`src/sie_consts.svh`:
```
`ifndef SIE_CONSTS_SVH
`define SIE_CONSTS_SVH

// Register byte offsets
`define SIE_CTRL_OFF      8'h00
`define SIE_FILTER_OFF    8'h04
`define SIE_SIMUL_OFF     8'h08
`define SIE_STATUS_OFF    8'h0C

// Control register fields
`define SIE_CTRL_MODE_LSB  0
`define SIE_CTRL_ITYPE_LSB 3
`define SIE_CTRL_RST_EN    6
`define SIE_CTRL_RST_MON   7
`define SIE_CTRL_START_EN  8
`define SIE_CTRL_SIMUL_EN  9
`define SIE_CTRL_ERR_EN    10
`define SIE_CTRL_TEST_EN   11
`define SIE_CTRL_RUN       12
`define SIE_CTRL_W         13

// Reset values
`define SIE_CTRL_RST      13'h0000
`define SIE_FILTER_RST    8'h0A
`define SIE_SIMUL_RST     16'h0064

// Timing
`define SIE_MS_NS         1000000
`define SIE_CLK_NS        40
`define SIE_FILTER_MIN    8'h03
`define SIE_FILTER_MAX    8'hFA
`define SIE_PULSE_PERIOD_MS 100

`endif

```
`src/sie_pkg.sv`:
```
package sie_pkg;

  typedef enum logic [2:0] {
    sie_mode_gate    = 3'h0,
    sie_mode_sgate   = 3'h1,
    sie_mode_lock    = 3'h2,
    sie_mode_key     = 3'h3,
    sie_mode_curtain = 3'h4
  } sie_mode_t;

  typedef enum logic [2:0] {
    sie_it_snc  = 3'h0,
    sie_it_dnc  = 3'h1,
    sie_it_ncno = 3'h2,
    sie_it_sno  = 3'h3,
    sie_it_dno  = 3'h4
  } sie_itype_t;

  typedef enum logic [4:0] {
    sie_st_start    = 5'h01,
    sie_st_off      = 5'h02,
    sie_st_wait_rst = 5'h04,
    sie_st_on       = 5'h08,
    sie_st_fault    = 5'h10
  } sie_state_t;

endpackage : sie_pkg

```
`src/sie_debounce.sv`:
```
`timescale 1ns/100ps
module sie_debounce #(
  parameter int N = 3
) (
  input  wire logic         pclk,
  input  wire logic         presetn,
  input  wire logic         ms_tick,
  input  wire logic [7:0]   filter_ms,
  input  wire logic [N-1:0] pin,
  output logic      [N-1:0] pin_sync,
  output logic      [N-1:0] filt
);

  genvar i;
  generate
    for (i = 0; i < N; i++) begin : g_ch
      logic       s1_r;
      logic       s2_r;
      logic       filt_r;
      logic [7:0] cnt_r;
      always_ff @(posedge pclk or negedge presetn) begin
        if (!presetn) begin
          s1_r   <= 1'b0;
          s2_r   <= 1'b0;
          filt_r <= 1'b0;
          cnt_r  <= 8'h00;
        end else begin
          s1_r <= pin[i];
          s2_r <= s1_r;
          // Output moves only after the new level held over filter_ms consecutive ms ticks
          if (s2_r == filt_r) begin
            cnt_r <= 8'h00;
          end else if (ms_tick) begin
            if (cnt_r + 8'h01 >= filter_ms) begin
              filt_r <= s2_r;
              cnt_r  <= 8'h00;
            end else begin
              cnt_r <= cnt_r + 8'h01;
            end
          end
        end
      end
      assign pin_sync[i] = s2_r;
      assign filt[i]     = filt_r;
    end
  endgenerate

endmodule : sie_debounce

```
`src/sie_test_pulse.sv`:
```
`timescale 1ns/100ps
module sie_test_pulse #(
  parameter int PERIOD_MS = 100,
  parameter int N         = 2
) (
  input  wire logic         pclk,
  input  wire logic         presetn,
  input  wire logic         ms_tick,
  input  wire logic         enable,
  input  wire logic [N-1:0] chan_en,
  input  wire logic [N-1:0] pin_sync,
  output logic      [N-1:0] test_out,
  output logic              short_fault
);

  logic [7:0]   ms_cnt_r;
  logic [N-1:0] out_r;
  logic [N-1:0] short_r;

  always_ff @(posedge pclk or negedge presetn) begin
    if (!presetn) begin
      ms_cnt_r <= 8'h00;
    end else if (ms_tick) begin
      ms_cnt_r <= (ms_cnt_r == 8'(PERIOD_MS - 1)) ? 8'h00 : ms_cnt_r + 8'h01;
    end
  end

  // Channels are pulsed in separate slots so a short between lines shows up
  genvar i;
  generate
    for (i = 0; i < N; i++) begin : g_ch
      wire pulse_w = enable & chan_en[i] & (ms_cnt_r == 8'(i * PERIOD_MS / N));
      always_ff @(posedge pclk or negedge presetn) begin
        if (!presetn) begin
          out_r[i]   <= 1'b1;
          short_r[i] <= 1'b0;
        end else begin
          out_r[i] <= ~pulse_w;
          if (!enable || !chan_en[i]) begin
            short_r[i] <= 1'b0;
          end else if (ms_tick && !out_r[i]) begin
            // A line that stays high during its own low pulse is fed from elsewhere
            short_r[i] <= pin_sync[i];
          end
        end
      end
    end
  endgenerate

  assign test_out    = out_r;
  assign short_fault = |short_r;

endmodule : sie_test_pulse

```
`src/sie_top.sv`:
```
`timescale 1ns/100ps
`include "sie_consts.svh"
module sie_top
  import sie_pkg::*;
#(
  parameter int CYCLES_PER_MS   = `SIE_MS_NS / `SIE_CLK_NS,
  parameter int ADDR_W          = 8,
  parameter int PULSE_PERIOD_MS = `SIE_PULSE_PERIOD_MS
) (
  input  wire logic              pclk,
  input  wire logic              presetn,
  input  wire logic [ADDR_W-1:0] paddr,
  input  wire logic              psel,
  input  wire logic              penable,
  input  wire logic              pwrite,
  input  wire logic [31:0]       pwdata,
  output logic      [31:0]       prdata,
  output logic                   pready,
  output logic                   pslverr,
  input  wire logic              first_contact_input,
  input  wire logic              second_contact_input,
  input  wire logic              reset_input,
  output logic      [1:0]        test_pulse_out,
  output logic                   safe_out,
  output logic                   error_out
);

  localparam int PRE_W = $clog2(CYCLES_PER_MS + 1);

  logic [`SIE_CTRL_W-1:0] ctrl_r;
  logic [7:0]             filter_r;
  logic [15:0]            simul_r;
  logic [31:0]            prdata_r;
  logic                   pready_r;
  logic                   pslverr_r;
  logic [PRE_W-1:0]       pre_r;
  logic                   ms_tick_r;
  logic [15:0]            mis_cnt_r;
  logic                   simul_flt_r;
  logic                   short_flt_r;
  logic                   seen_off_r;
  logic                   rst_prev_r;
  logic                   rst_armed_r;
  logic                   safe_r;
  logic                   err_r;
  sie_state_t             st_r;
  sie_state_t             st_nxt;
  logic [2:0]             pin_sync_w;
  logic [2:0]             filt_w;
  logic [1:0]             test_w;
  logic                   short_w;

  // APB decode
  wire setup_w  = psel & ~penable;
  wire access_w = psel & penable & pready_r;
  wire sel_ctrl = (paddr == ADDR_W'(`SIE_CTRL_OFF));
  wire sel_filt = (paddr == ADDR_W'(`SIE_FILTER_OFF));
  wire sel_sim  = (paddr == ADDR_W'(`SIE_SIMUL_OFF));
  wire sel_stat = (paddr == ADDR_W'(`SIE_STATUS_OFF));
  wire hit_w    = sel_ctrl | sel_filt | sel_sim | sel_stat;
  wire wr_w     = access_w & pwrite;

  // Configuration fields
  wire [2:0] mode_raw  = ctrl_r[`SIE_CTRL_MODE_LSB +: 3];
  wire [2:0] itype_raw = ctrl_r[`SIE_CTRL_ITYPE_LSB +: 3];
  wire rst_en    = ctrl_r[`SIE_CTRL_RST_EN];
  wire rst_mon   = ctrl_r[`SIE_CTRL_RST_MON];
  wire start_en  = ctrl_r[`SIE_CTRL_START_EN];
  wire simul_en  = ctrl_r[`SIE_CTRL_SIMUL_EN];
  wire err_en    = ctrl_r[`SIE_CTRL_ERR_EN];
  wire test_en   = ctrl_r[`SIE_CTRL_TEST_EN];
  wire run_en    = ctrl_r[`SIE_CTRL_RUN];
  wire is_curt   = (mode_raw == sie_mode_curtain);
  wire is_sgate  = (mode_raw == sie_mode_sgate);
  wire it_single = (itype_raw == sie_it_snc) | (itype_raw == sie_it_sno);
  wire it_mixed  = (itype_raw == sie_it_ncno);

  // contact type selection; curtain is always two channels
  wire single_ch = ~is_curt & (is_sgate | it_single);
  // NC contact on the second input reads inverted in the mixed case
  wire inv_b     = ~is_curt & ~is_sgate & it_mixed;
  // curtain checks its own outputs, pulses stay off
  wire pulse_en  = test_en & ~is_curt;
  wire simul_act = ~single_ch & (simul_en | is_curt);

  // filter clamped to its legal span
  wire [7:0] filt_cl = (pwdata[7:0] < `SIE_FILTER_MIN) ? `SIE_FILTER_MIN :
                       (pwdata[7:0] > `SIE_FILTER_MAX) ? `SIE_FILTER_MAX : pwdata[7:0];

  // Normalised channels: 1 means the safe condition on that line
  wire ch_a = filt_w[0];
  wire ch_b = single_ch ? filt_w[0] : (filt_w[1] ^ inv_b);
  wire rst_f = filt_w[2];
  // gate closed, locked, key turned, area clear
  wire cond = ch_a & ch_b;
  wire idle = ~ch_a & ~ch_b;
  wire mis  = ch_a ^ ch_b;

  wire simul_set = simul_act & mis & (mis_cnt_r > simul_r);
  wire short_set = short_w;
  wire clr_ok    = idle & ~short_w;
  wire fault_any = simul_flt_r | short_flt_r;

  // manual reset on rising edge; monitored reset on fall after arming
  wire rst_rise = rst_f & ~rst_prev_r;
  wire rst_fall = ~rst_f & rst_prev_r;
  wire rst_ok   = rst_mon ? (rst_fall & rst_armed_r) : rst_rise;

  wire [31:0] status_w = {20'h0, filt_w[1:0], st_r, seen_off_r, short_flt_r,
                          simul_flt_r, err_r, safe_r};
  wire [31:0] rd_w = sel_ctrl ? {19'h0, ctrl_r} :
                     sel_filt ? {24'h0, filter_r} :
                     sel_sim  ? {16'h0, simul_r} :
                     sel_stat ? status_w : 32'h0;

  sie_debounce #(
    .N (3)
  ) u_deb (
    .pclk      (pclk),
    .presetn   (presetn),
    .ms_tick   (ms_tick_r),
    .filter_ms (filter_r),
    .pin       ({reset_input, second_contact_input, first_contact_input}),
    .pin_sync  (pin_sync_w),
    .filt      (filt_w)
  );

  // pulses only on channels actually wired
  sie_test_pulse #(
    .PERIOD_MS (PULSE_PERIOD_MS),
    .N         (2)
  ) u_tp (
    .pclk        (pclk),
    .presetn     (presetn),
    .ms_tick     (ms_tick_r),
    .enable      (pulse_en),
    .chan_en     ({~single_ch, 1'b1}),
    .pin_sync    (pin_sync_w[1:0]),
    .test_out    (test_w),
    .short_fault (short_w)
  );

  always_ff @(posedge pclk or negedge presetn) begin
    if (!presetn) begin
      pready_r  <= 1'b0;
      pslverr_r <= 1'b0;
      prdata_r  <= 32'h0;
      ctrl_r    <= `SIE_CTRL_RST;
      filter_r  <= `SIE_FILTER_RST;
      simul_r   <= `SIE_SIMUL_RST;
    end else begin
      // Zero wait states: answer in the access cycle right after setup
      pready_r  <= setup_w;
      pslverr_r <= setup_w & ~hit_w;
      if (setup_w) prdata_r <= pwrite ? 32'h0 : rd_w;
      if (wr_w && sel_ctrl) ctrl_r <= pwdata[`SIE_CTRL_W-1:0];
      if (wr_w && sel_filt) filter_r <= filt_cl;
      if (wr_w && sel_sim) simul_r <= pwdata[15:0];
    end
  end

  always_ff @(posedge pclk or negedge presetn) begin
    if (!presetn) begin
      pre_r     <= '0;
      ms_tick_r <= 1'b0;
    end else begin
      ms_tick_r <= (pre_r == PRE_W'(CYCLES_PER_MS - 1));
      pre_r     <= (pre_r == PRE_W'(CYCLES_PER_MS - 1)) ? '0 : pre_r + 1'b1;
    end
  end

  // count how long the channels disagree
  always_ff @(posedge pclk or negedge presetn) begin
    if (!presetn) begin
      mis_cnt_r <= 16'h0;
    end else if (!mis) begin
      mis_cnt_r <= 16'h0;
    end else if (ms_tick_r && mis_cnt_r != 16'hFFFF) begin
      mis_cnt_r <= mis_cnt_r + 16'h1;
    end
  end

  // Fault flags: a new fault wins over the clear in the same cycle
  always_ff @(posedge pclk or negedge presetn) begin
    if (!presetn) begin
      simul_flt_r <= 1'b0;
      short_flt_r <= 1'b0;
    end else begin
      simul_flt_r <= simul_set | (simul_flt_r & ~clr_ok);
      short_flt_r <= short_set | (short_flt_r & ~clr_ok);
    end
  end

  always_ff @(posedge pclk or negedge presetn) begin
    if (!presetn) begin
      seen_off_r  <= 1'b0;
      rst_prev_r  <= 1'b0;
      rst_armed_r <= 1'b0;
    end else begin
      // remember the device was released once after power-on
      if (run_en && !cond) seen_off_r <= 1'b1;
      rst_prev_r <= rst_f;
      if (st_r != sie_st_wait_rst || rst_ok) begin
        rst_armed_r <= 1'b0;
      end else if (rst_rise) begin
        rst_armed_r <= 1'b1;
      end
    end
  end

  always_comb begin
    st_nxt = st_r;
    unique case (st_r)
      sie_st_start: begin
        if (run_en && !fault_any && (!start_en || (seen_off_r && cond)))
          st_nxt = (start_en && !rst_en) ? sie_st_on : sie_st_off;
      end
      sie_st_off: begin
        if (fault_any) st_nxt = sie_st_fault;
        // without reset the output follows the input
        else if (cond) st_nxt = rst_en ? sie_st_wait_rst : sie_st_on;
      end
      sie_st_wait_rst: begin
        if (fault_any) st_nxt = sie_st_fault;
        else if (!cond) st_nxt = sie_st_off;
        else if (rst_ok) st_nxt = sie_st_on;
      end
      sie_st_on: begin
        // a fault drops the output at once
        if (fault_any) st_nxt = sie_st_fault;
        else if (!cond) st_nxt = sie_st_off;
      end
      sie_st_fault: begin
        if (!fault_any) st_nxt = sie_st_off;
      end
      default: st_nxt = sie_st_fault;
    endcase
  end

  always_ff @(posedge pclk or negedge presetn) begin
    if (!presetn) begin
      st_r   <= sie_st_start;
      safe_r <= 1'b0;
      err_r  <= 1'b0;
    end else begin
      st_r   <= st_nxt;
      safe_r <= (st_nxt == sie_st_on);
      // error output reflects any latched fault
      err_r  <= err_en & (simul_set | short_set | (fault_any & ~clr_ok));
    end
  end

  assign prdata         = prdata_r;
  assign pready         = pready_r;
  assign pslverr        = pslverr_r;
  assign test_pulse_out = test_w;
  assign safe_out       = safe_r;
  assign error_out      = err_r;

  AST_FILTER_SPAN: assert property (@(posedge pclk) disable iff (!presetn)
    filter_r >= `SIE_FILTER_MIN && filter_r <= `SIE_FILTER_MAX)
    else $error("filter outside legal span");

  AST_SIMUL_FAULT: assert property (@(posedge pclk) disable iff (!presetn)
    simul_act && mis && mis_cnt_r > simul_r |=> simul_flt_r ##1 !safe_r)
    else $error("overlong mismatch not flagged");

  AST_SIMUL_OFF: assert property (@(posedge pclk) disable iff (!presetn)
    !simul_act && !short_set && !fault_any |=> !simul_flt_r)
    else $error("simultaneity fault while check off");

  AST_NO_RESET_TRACK: assert property (@(posedge pclk) disable iff (!presetn)
    st_r == sie_st_off && cond && !rst_en && !fault_any |=> st_r == sie_st_on ##0 safe_r)
    else $error("output did not follow input without reset");

  AST_MANUAL_RST: assert property (@(posedge pclk) disable iff (!presetn)
    st_r == sie_st_wait_rst && !rst_mon && rst_rise && cond && !fault_any
    |=> safe_r)
    else $error("manual reset edge not accepted");

  AST_MON_RST: assert property (@(posedge pclk) disable iff (!presetn)
    st_r == sie_st_wait_rst && rst_mon && !rst_armed_r |=> !safe_r)
    else $error("monitored reset accepted without prior rise");

  AST_COND_OFF: assert property (@(posedge pclk) disable iff (!presetn)
    !cond |=> !safe_r)
    else $error("output high with condition false");

  AST_STARTUP: assert property (@(posedge pclk) disable iff (!presetn)
    st_r == sie_st_start && start_en && !seen_off_r |=> !safe_r)
    else $error("output enabled before start-up test");

  AST_CURTAIN_NO_PULSE: assert property (@(posedge pclk) disable iff (!presetn)
    is_curt |=> test_pulse_out == 2'h3)
    else $error("test pulse driven in curtain mode");

  AST_CURTAIN_SIMUL: assert property (@(posedge pclk) disable iff (!presetn)
    is_curt |-> simul_act)
    else $error("curtain interval check disabled");

  AST_ERR_OUT: assert property (@(posedge pclk) disable iff (!presetn)
    err_en && fault_any && !clr_ok |=> error_out)
    else $error("fault not shown on error output");

  AST_FAULT_FORCE: assert property (@(posedge pclk) disable iff (!presetn)
    fault_any |=> !safe_r)
    else $error("output high during fault");

  COV_RESET_ON: cover property (@(posedge pclk) disable iff (!presetn)
    st_r == sie_st_wait_rst ##1 st_r == sie_st_on);
  COV_SIMUL: cover property (@(posedge pclk) disable iff (!presetn)
    $rose(simul_flt_r));
  COV_SHORT: cover property (@(posedge pclk) disable iff (!presetn)
    $rose(short_flt_r));

endmodule : sie_top

```
`config.mk`:
```
export PLATFORM = sky130hd
export DESIGN_NAME = sie_top
export DESIGN_NICKNAME = d
export VERILOG_FILES = /design/src/sie_pkg.sv /design/src/sie_debounce.sv /design/src/sie_test_pulse.sv /design/src/sie_top.sv
export VERILOG_INCLUDE_DIRS = /design/src /design/src/src
export SDC_FILE = /design/constraint.sdc
export NUM_CORES = 1
export LEC_CHECK = 0
export BUFFER_PORTS_ARGS = -buffer_cell sky130_fd_sc_hd__buf_2
export CAP_MARGIN = 20
export CORE_MARGIN = 3
export CORE_UTILIZATION = 50
export CTS_CLUSTER_SIZE = 12
export DETAILED_ROUTE_END_ITERATION = 7
export PLACE_DENSITY_LB_ADDON = 0.3
export SYNTH_ARGS = -nofsm -noshare
export SYNTH_HDL_FRONTEND = slang
export SYNTH_SLANG_ARGS = --single-unit
```
`constraint.sdc`:
```
create_clock -name pclk -period 2.8 [get_ports pclk]
set_input_delay 0.84 -clock pclk [delete_from_list [all_inputs] [get_ports pclk]]
set_output_delay 0.84 -clock pclk [all_outputs]
set_load 0.02 [all_outputs]
```
# Word-level counts from Yosys, hierarchy flattened
# Cells that the tools add are included.
[op_classes]
n_addsub = 6
order_cmp = 6
n_eq_ne = 23
muxes = 40
n_bitwise = 54
reduce_logical = 33
[op_table]
columns = ["op", "n"]
rows = [
  ["$mux 16", 6],
  ["$mux 8", 12],
  ["$mux 5", 9],
  ["$add 8x1->8 const B", 4],
  ["$and 1x1->1", 25],
  ["$pmux 5 s5", 1],
  ["$ge 8x8->1", 3],
  ["$add 16x1->16 const B", 1],
  ["$eq 8x4->1 const B", 2],
  ["$gt 16x16->1", 1],
  ["$logic_not 8->1", 2],
  ["$ne 16x16->1 const B", 1],
  ["$not 1->1", 16],
  ["$add 15x1->15 const B", 1],
  ["$eq 15x15->1 const B", 1],
  ["$mux 15", 1],
  ["$mux 12", 1],
  ["$logic_and 1x1->1", 11],
  ["$or 1x1->1", 11],
  ["$eq 5x4->1 const B", 2],
  ["$reduce_bool 2->1", 5],
  ["$reduce_and 3->1", 3],
  ["$eq 8x3->1 const B", 1],
  ["$eq 8x6->1 const B", 1],
  ["21 further kinds", 41],
]
[totals]
regBits = 160
inputBits = 48
out_inout_bits = 38

# Logic depth before layout (Yosys ltp)
[logic_depth]
ltp_word = 13
depth_mapped = 11
ltp_nobuf = 11

# Modules after synthesis
# A second synthesis with hierarchy kept.
[hier_totals]
hier_cells = 839
area_unflattened_um2 = 8189.1
[modules_own_cells]
columns = ["module", "instances", "cells_per_inst", "area_per_inst_um2", "seq_area_each_um2"]
rows = [
  ["sie_top", 1, 548, 5313.8, 2484.9],
  ["sie_debounce", 1, 232, 2243.4, 825.8],
  ["sie_test_pulse", 1, 59, 631.9, 302.8],
]

# Least setup slack after synthesis
# OpenSTA, ideal clock, no wires.
[synth_timing]
path_type = "reg2reg"
start = "register ctrl_r[3]"
end = "register safe_r, in the netlist safe_out"
setup_ps = 94
arrival_time_ps = 2364
t_required_ps = 2706
slack_ps = 342
stages_incl_launch_ff = 12
synth_period_minus_slack_ps = 2458
cell_sequence = "dfrtp_1 > xor2_1 > nor3_1 > o22ai_1 > nand2_1 > o21ai_0 > ha_1 > nand2_1 > a2111oi_0 > nand4_1 > nand3b_1 > a211oi_1"
[synth_between]
elab_chain_len = 12
word_cells_on_any_way = 22
classes_between = "eq/ne (3); mux (9); bitwise (6); reduce/logical (4)"
[synth_lines]
columns = ["item", "line_no", "text"]
rows = [
  ["from (decl)", "sie_top.sv:30", "logic [`SIE_CTRL_W-1:0] ctrl_r;"],
  ["from (signal assigned)", "sie_top.sv:148", "ctrl_r <= `SIE_CTRL_RST;"],
  ["from (signal assigned)", "sie_top.sv:156", "if (wr_w && sel_ctrl) ctrl_r <= pwdata[`SIE_CTRL_W-1:0];"],
  ["$eq 3x2->1 / $logic_not 3->1 (equally long branches)", "sie_top.sv:75", "wire it_single = (itype_raw == sie_it_snc) | (itype_raw == sie_it_sno);"],
  ["$or 1x1->1", "sie_top.sv:75", ""],
  ["$or 1x1->1", "sie_top.sv:79", "wire single_ch = ~is_curt & (is_sgate | it_single);"],
  ["$and 1x1->1", "sie_top.sv:79", ""],
  ["$mux 1 *", "sie_top.sv:92", "wire ch_b = single_ch ? filt_w[0] : (filt_w[1] ^ inv_b);"],
  ["$and 1x1->1 *", "sie_top.sv:95", "wire cond = ch_a & ch_b;"],
  ["$logic_and 1x1->1", "sie_top.sv:215", "if (run_en && !fault_any && (!start_en || (seen_off_r && cond)))"],
  ["$logic_or 1x1->1", "sie_top.sv:215", ""],
  ["$logic_and 1x1->1", "sie_top.sv:215", ""],
  ["$mux 5", "sie_top.sv:215", ""],
  ["$pmux 5 s5 *", "sie_top.sv:213", "unique case (st_r)"],
  ["$eq 5x4->1 *", "sie_top.sv:247", "safe_r <= (st_nxt == sie_st_on);"],
  ["to (signal assigned)", "sie_top.sv:247", ""],
  ["to (decl)", "sie_top.sv:44", "logic safe_r;"],
]
# Mark *: on every way between the ends. The rest lies on a longest branch, timed or not.
# A chain may end at the register's enable or synchronous reset.

# Worst setup path after layout
# Same ends and word-level chain as after synthesis.

==> impl_metrics.env <==
export IMPL_yosys_area_top_type_share_pct=42.50
export IMPL_synthTopCellsByArea="dfrtp_1 43%, ha_1 8.0%, nand2_1 4.6%"
export IMPL_drive_gt1_share_pct=16.74
export IMPL_dieWidth_um=132.6
export IMPL_grt_max_degree=52
export IMPL_nets=995
export IMPL_reg2reg_depth=12
export IMPL_p_per_area_nw_per_um2=486.0
export IMPL_gp_congestion=0.8693
export IMPL_avgViaCountPerCell=5.565
export IMPL_fp_row_count=45
export IMPL_first_pass_iters=4
export IMPL_fin_crit_ns=2.608
export IMPL_dp_slack_ns=-0.07329
export IMPL_cp_start_kind="flop"
export IMPL_num_vias=6227
export IMPL_synth_ff_type="dfrtp_1"
export IMPL_syn_avg_cell_area_um2=9.730
export IMPL_peakVddDrop_uv=441.7
export IMPL_skew_ns=0.006667
export IMPL_min_period_over_period_pct=93.14
export IMPL_grt_util_met3_pct=5.627
export IMPL_dpl_cell_count=1087
export IMPL_leakagePower_uw=0.004548
export IMPL_dpl_hpwl_mm=13.49
export IMPL_tightest_slew_ns=0.6087
export IMPL_critPathKind="reg2reg"
export IMPL_path_buf_inv=1
export IMPL_drt_iter0_drc=378
export IMPL_crit_path_top_delay_cell="dfrtp_1"
export IMPL_cts_tree="yes"
export IMPL_port_buffers=53
export IMPL_antenna_found_initial=2
export IMPL_holdCritPathClass="in2async"
export IMPL_ys_warn_count=0
export IMPL_synth_most_common_cell="dfrtp_1"
export IMPL_ios=86
export IMPL_fin_cells=1119
export IMPL_ant_nets=0
export IMPL_synthTopCellsByCount="136 x dfrtp_1, 99 x nand2_1, 74 x nor2_1"
export IMPL_crit_fanout=4
export IMPL_setup_ws_ns=0.1922
export IMPL_syn_inst=823
export IMPL_crit_top_cell="nand2_1"
export IMPL_cts_buffers=17
export IMPL_cts_sinks=144
export IMPL_synth_edff_count=0
export IMPL_yosys_register_bits=144
export IMPL_grt_total_usage_pct=21.39
export IMPL_fmax_mhz=383.5
export IMPL_syn_to_final_growth_pct=14.95
export IMPL_grt_first_pass_wirelength_mm=30.28
export IMPL_status="completed"
export IMPL_cts_clk_slew_worst_paths_ns=0.06
export IMPL_met2_usage_pct=33.92
export IMPL_crit_arrival_ns=2.94
export IMPL_ys_types=68
export IMPL_cts_root_buf="clkbuf_16"
export IMPL_diodes=0
export IMPL_grt_util_met1_pct=28.65
export IMPL_grt_pass1_vias=6013
export IMPL_rsz0062_at_grt="false"
export IMPL_wl_per_cell_um=16.25
export IMPL_synth_area_um2=8008
export IMPL_crit_family="compound AO/OA/AOI/OAI gates"
export IMPL_grt_busiest_layer="met2"
export IMPL_hold_viol=0
export IMPL_slowest_delay_ns=0.40
export IMPL_crit_cells=12
export IMPL_yosysSeqAreaShare_pct=45.13
export IMPL_final_max_slew_viol_count=0
export IMPL_htreeDepth=4
export IMPL_cap_viol_max_count=0
export IMPL_critPathRequiredTime_ns=3.13
export IMPL_clk_latency_ns=0.42
export IMPL_start_util_pct=51.91
export IMPL_maxSlewHeadroom_pct=59.05
export IMPL_synth_top_cell_by_area="dfrtp_1"
export IMPL_end_kind="flop"
export IMPL_grt_ovfl_total=0
export IMPL_core_um2=15430
export IMPL_finalSetupViolations=0
export IMPL_dieArea_um2=17570
export IMPL_route_detailed_drc=0
export IMPL_reg2reg_slack_ns=0.19
export IMPL_drt_wl_total_mm=18.18
export IMPL_clk_path_buf_depth=2
export IMPL_die_y_um=132.6
export IMPL_path_cells="xor2_2, nor3_1, o22ai_2, nand2_1, o21ai_2, ha_2, nand2_1, a2111oi_4, buf_4, nand4_1, nand3b_1, a211oi_2"
export IMPL_ys_async_sr_fraction_pct=100.0
-- logic make-up after synthesis --
logic type | share of synthesized area (%)
and+or+nand+nor | 17.75
AOI/OAI and AO/OA | 14.64
DFF | 45.12
buffers and inverters | 5.016
adders and majority gates | 7.969
xor gates and xnor gates | 5.469
muxes | 3.984
other | 0.04683
-- flip-flops by register name (all words and copies together), names as in the netlist, 2 cells and up --
signal,cells
u_deb.g_ch.s2_r,3
simul_r,16
u_tp.test_out,2
u_deb.g_ch.s1_r,3
prdata,16
u_tp.ms_cnt_r,8
pre_r,15
u_tp.short_r,2
mis_cnt_r,16
ctrl_r,13
filter_r,8
u_deb.g_ch.filt_r,3
st_r,5
u_deb.g_ch.cnt_r,24
-- repair_timing --
item                                    CTS  global route
endpoints found under the setup margin    1             2
hold buffers                              0             0
pin swaps                                 0             1
resized for setup                         2             8
setup buffers                             0             1
-- stage by stage --
stage                     hold slack, ns  util, %  area (um^2)   TNS, ns  total power, uW
after floorplan                   0.3312        -         8064         0             2230
after global placement            0.3333    55.61         8579         0             2319
after detailed placement          0.3364    55.61         8579  -0.07329             2321
after CTS                         0.3382    59.38         9160         0             4511
after global routing              0.3480    59.67         9205         0             4628
final                             0.3296    59.67         9205         0             4474
-- where the power goes --
| group | switching [uW] | internal [uW] | leakage (uW) | total [uW] |
|---|---|---|---|---|
| combinational | 131 | 51.0 | 0.00241 | 182 |
| clock | 843 | 1350 | 0.000279 | 2190 |
| sequential | 7.84 | 2090 | 0.00186 | 2100 |
| total | 981 | 3490 | 0.00455 | 4470 |
-- final timing paths --
kind                                    start            endpoint
max                                 ctrl_r[3]            safe_out
min                                   presetn           prdata[8]
max reg2reg                         ctrl_r[3]            safe_out
min reg2reg                u_deb.g_ch[1].s1_r  u_deb.g_ch[1].s2_r
max in group asynchronous             presetn        mis_cnt_r[4]
min in group pclk          u_deb.g_ch[1].s1_r  u_deb.g_ch[1].s2_r
-- routing by layer --
metal	up-vias	share of wire [%]
li1	3055	-
met1	3008	46
met2	121	46
met3	39	4.7
met4	4	2.4
met5	-	0.14
-- placed cells by master (no fill, tap or decap), types with 13 or more instances in the layout --
| master | synthesis | final |
|---|---|---|
| a21oi_1 | 28 | 28 |
| a22o_1 | 17 | 17 |
| and3_1 | 13 | 13 |
| buf_2 | 2 | 52 |
| buf_4 | 16 | 27 |
| clkbuf_16 | 0 | 17 |
| conb_1 | 1 | 16 |
| dfrtp_1 | 136 | 135 |
| ha_1 | 51 | 50 |
| inv_1 | 42 | 42 |
| nand2_1 | 99 | 99 |
| nand3_1 | 30 | 30 |
| nand4_1 | 17 | 17 |
| nor2_1 | 74 | 74 |
| o21ai_0 | 57 | 56 |
| xnor2_1 | 21 | 21 |
| xor2_1 | 29 | 28 |
-- worst register-to-register path: stages, from the launching register on --
cell and delay [ns]:
dfrtp_1 0.40, xor2_2 0.20, nor3_1 0.07, o22ai_2 0.26, nand2_1 0.13, o21ai_2 0.10, ha_2 0.21, nand2_1 0.09
a2111oi_4 0.36, buf_4 0.16, nand4_1 0.11, nand3b_1 0.22, a211oi_2 0.20
-- cell type report --
type / count / area (um^2)
clock buffer: 21 / 460.4
clock inverter: 10 / 112.6
fill: 1355 / 6222
inverter: 42 / 157.7
multi-input combinational: 610 / 4101
sequential: 144 / 3615
tap: 211 / 264.0
timing repair buffer: 81 / 494.2
No activity file was read; power rests on OpenSTA's default activity.
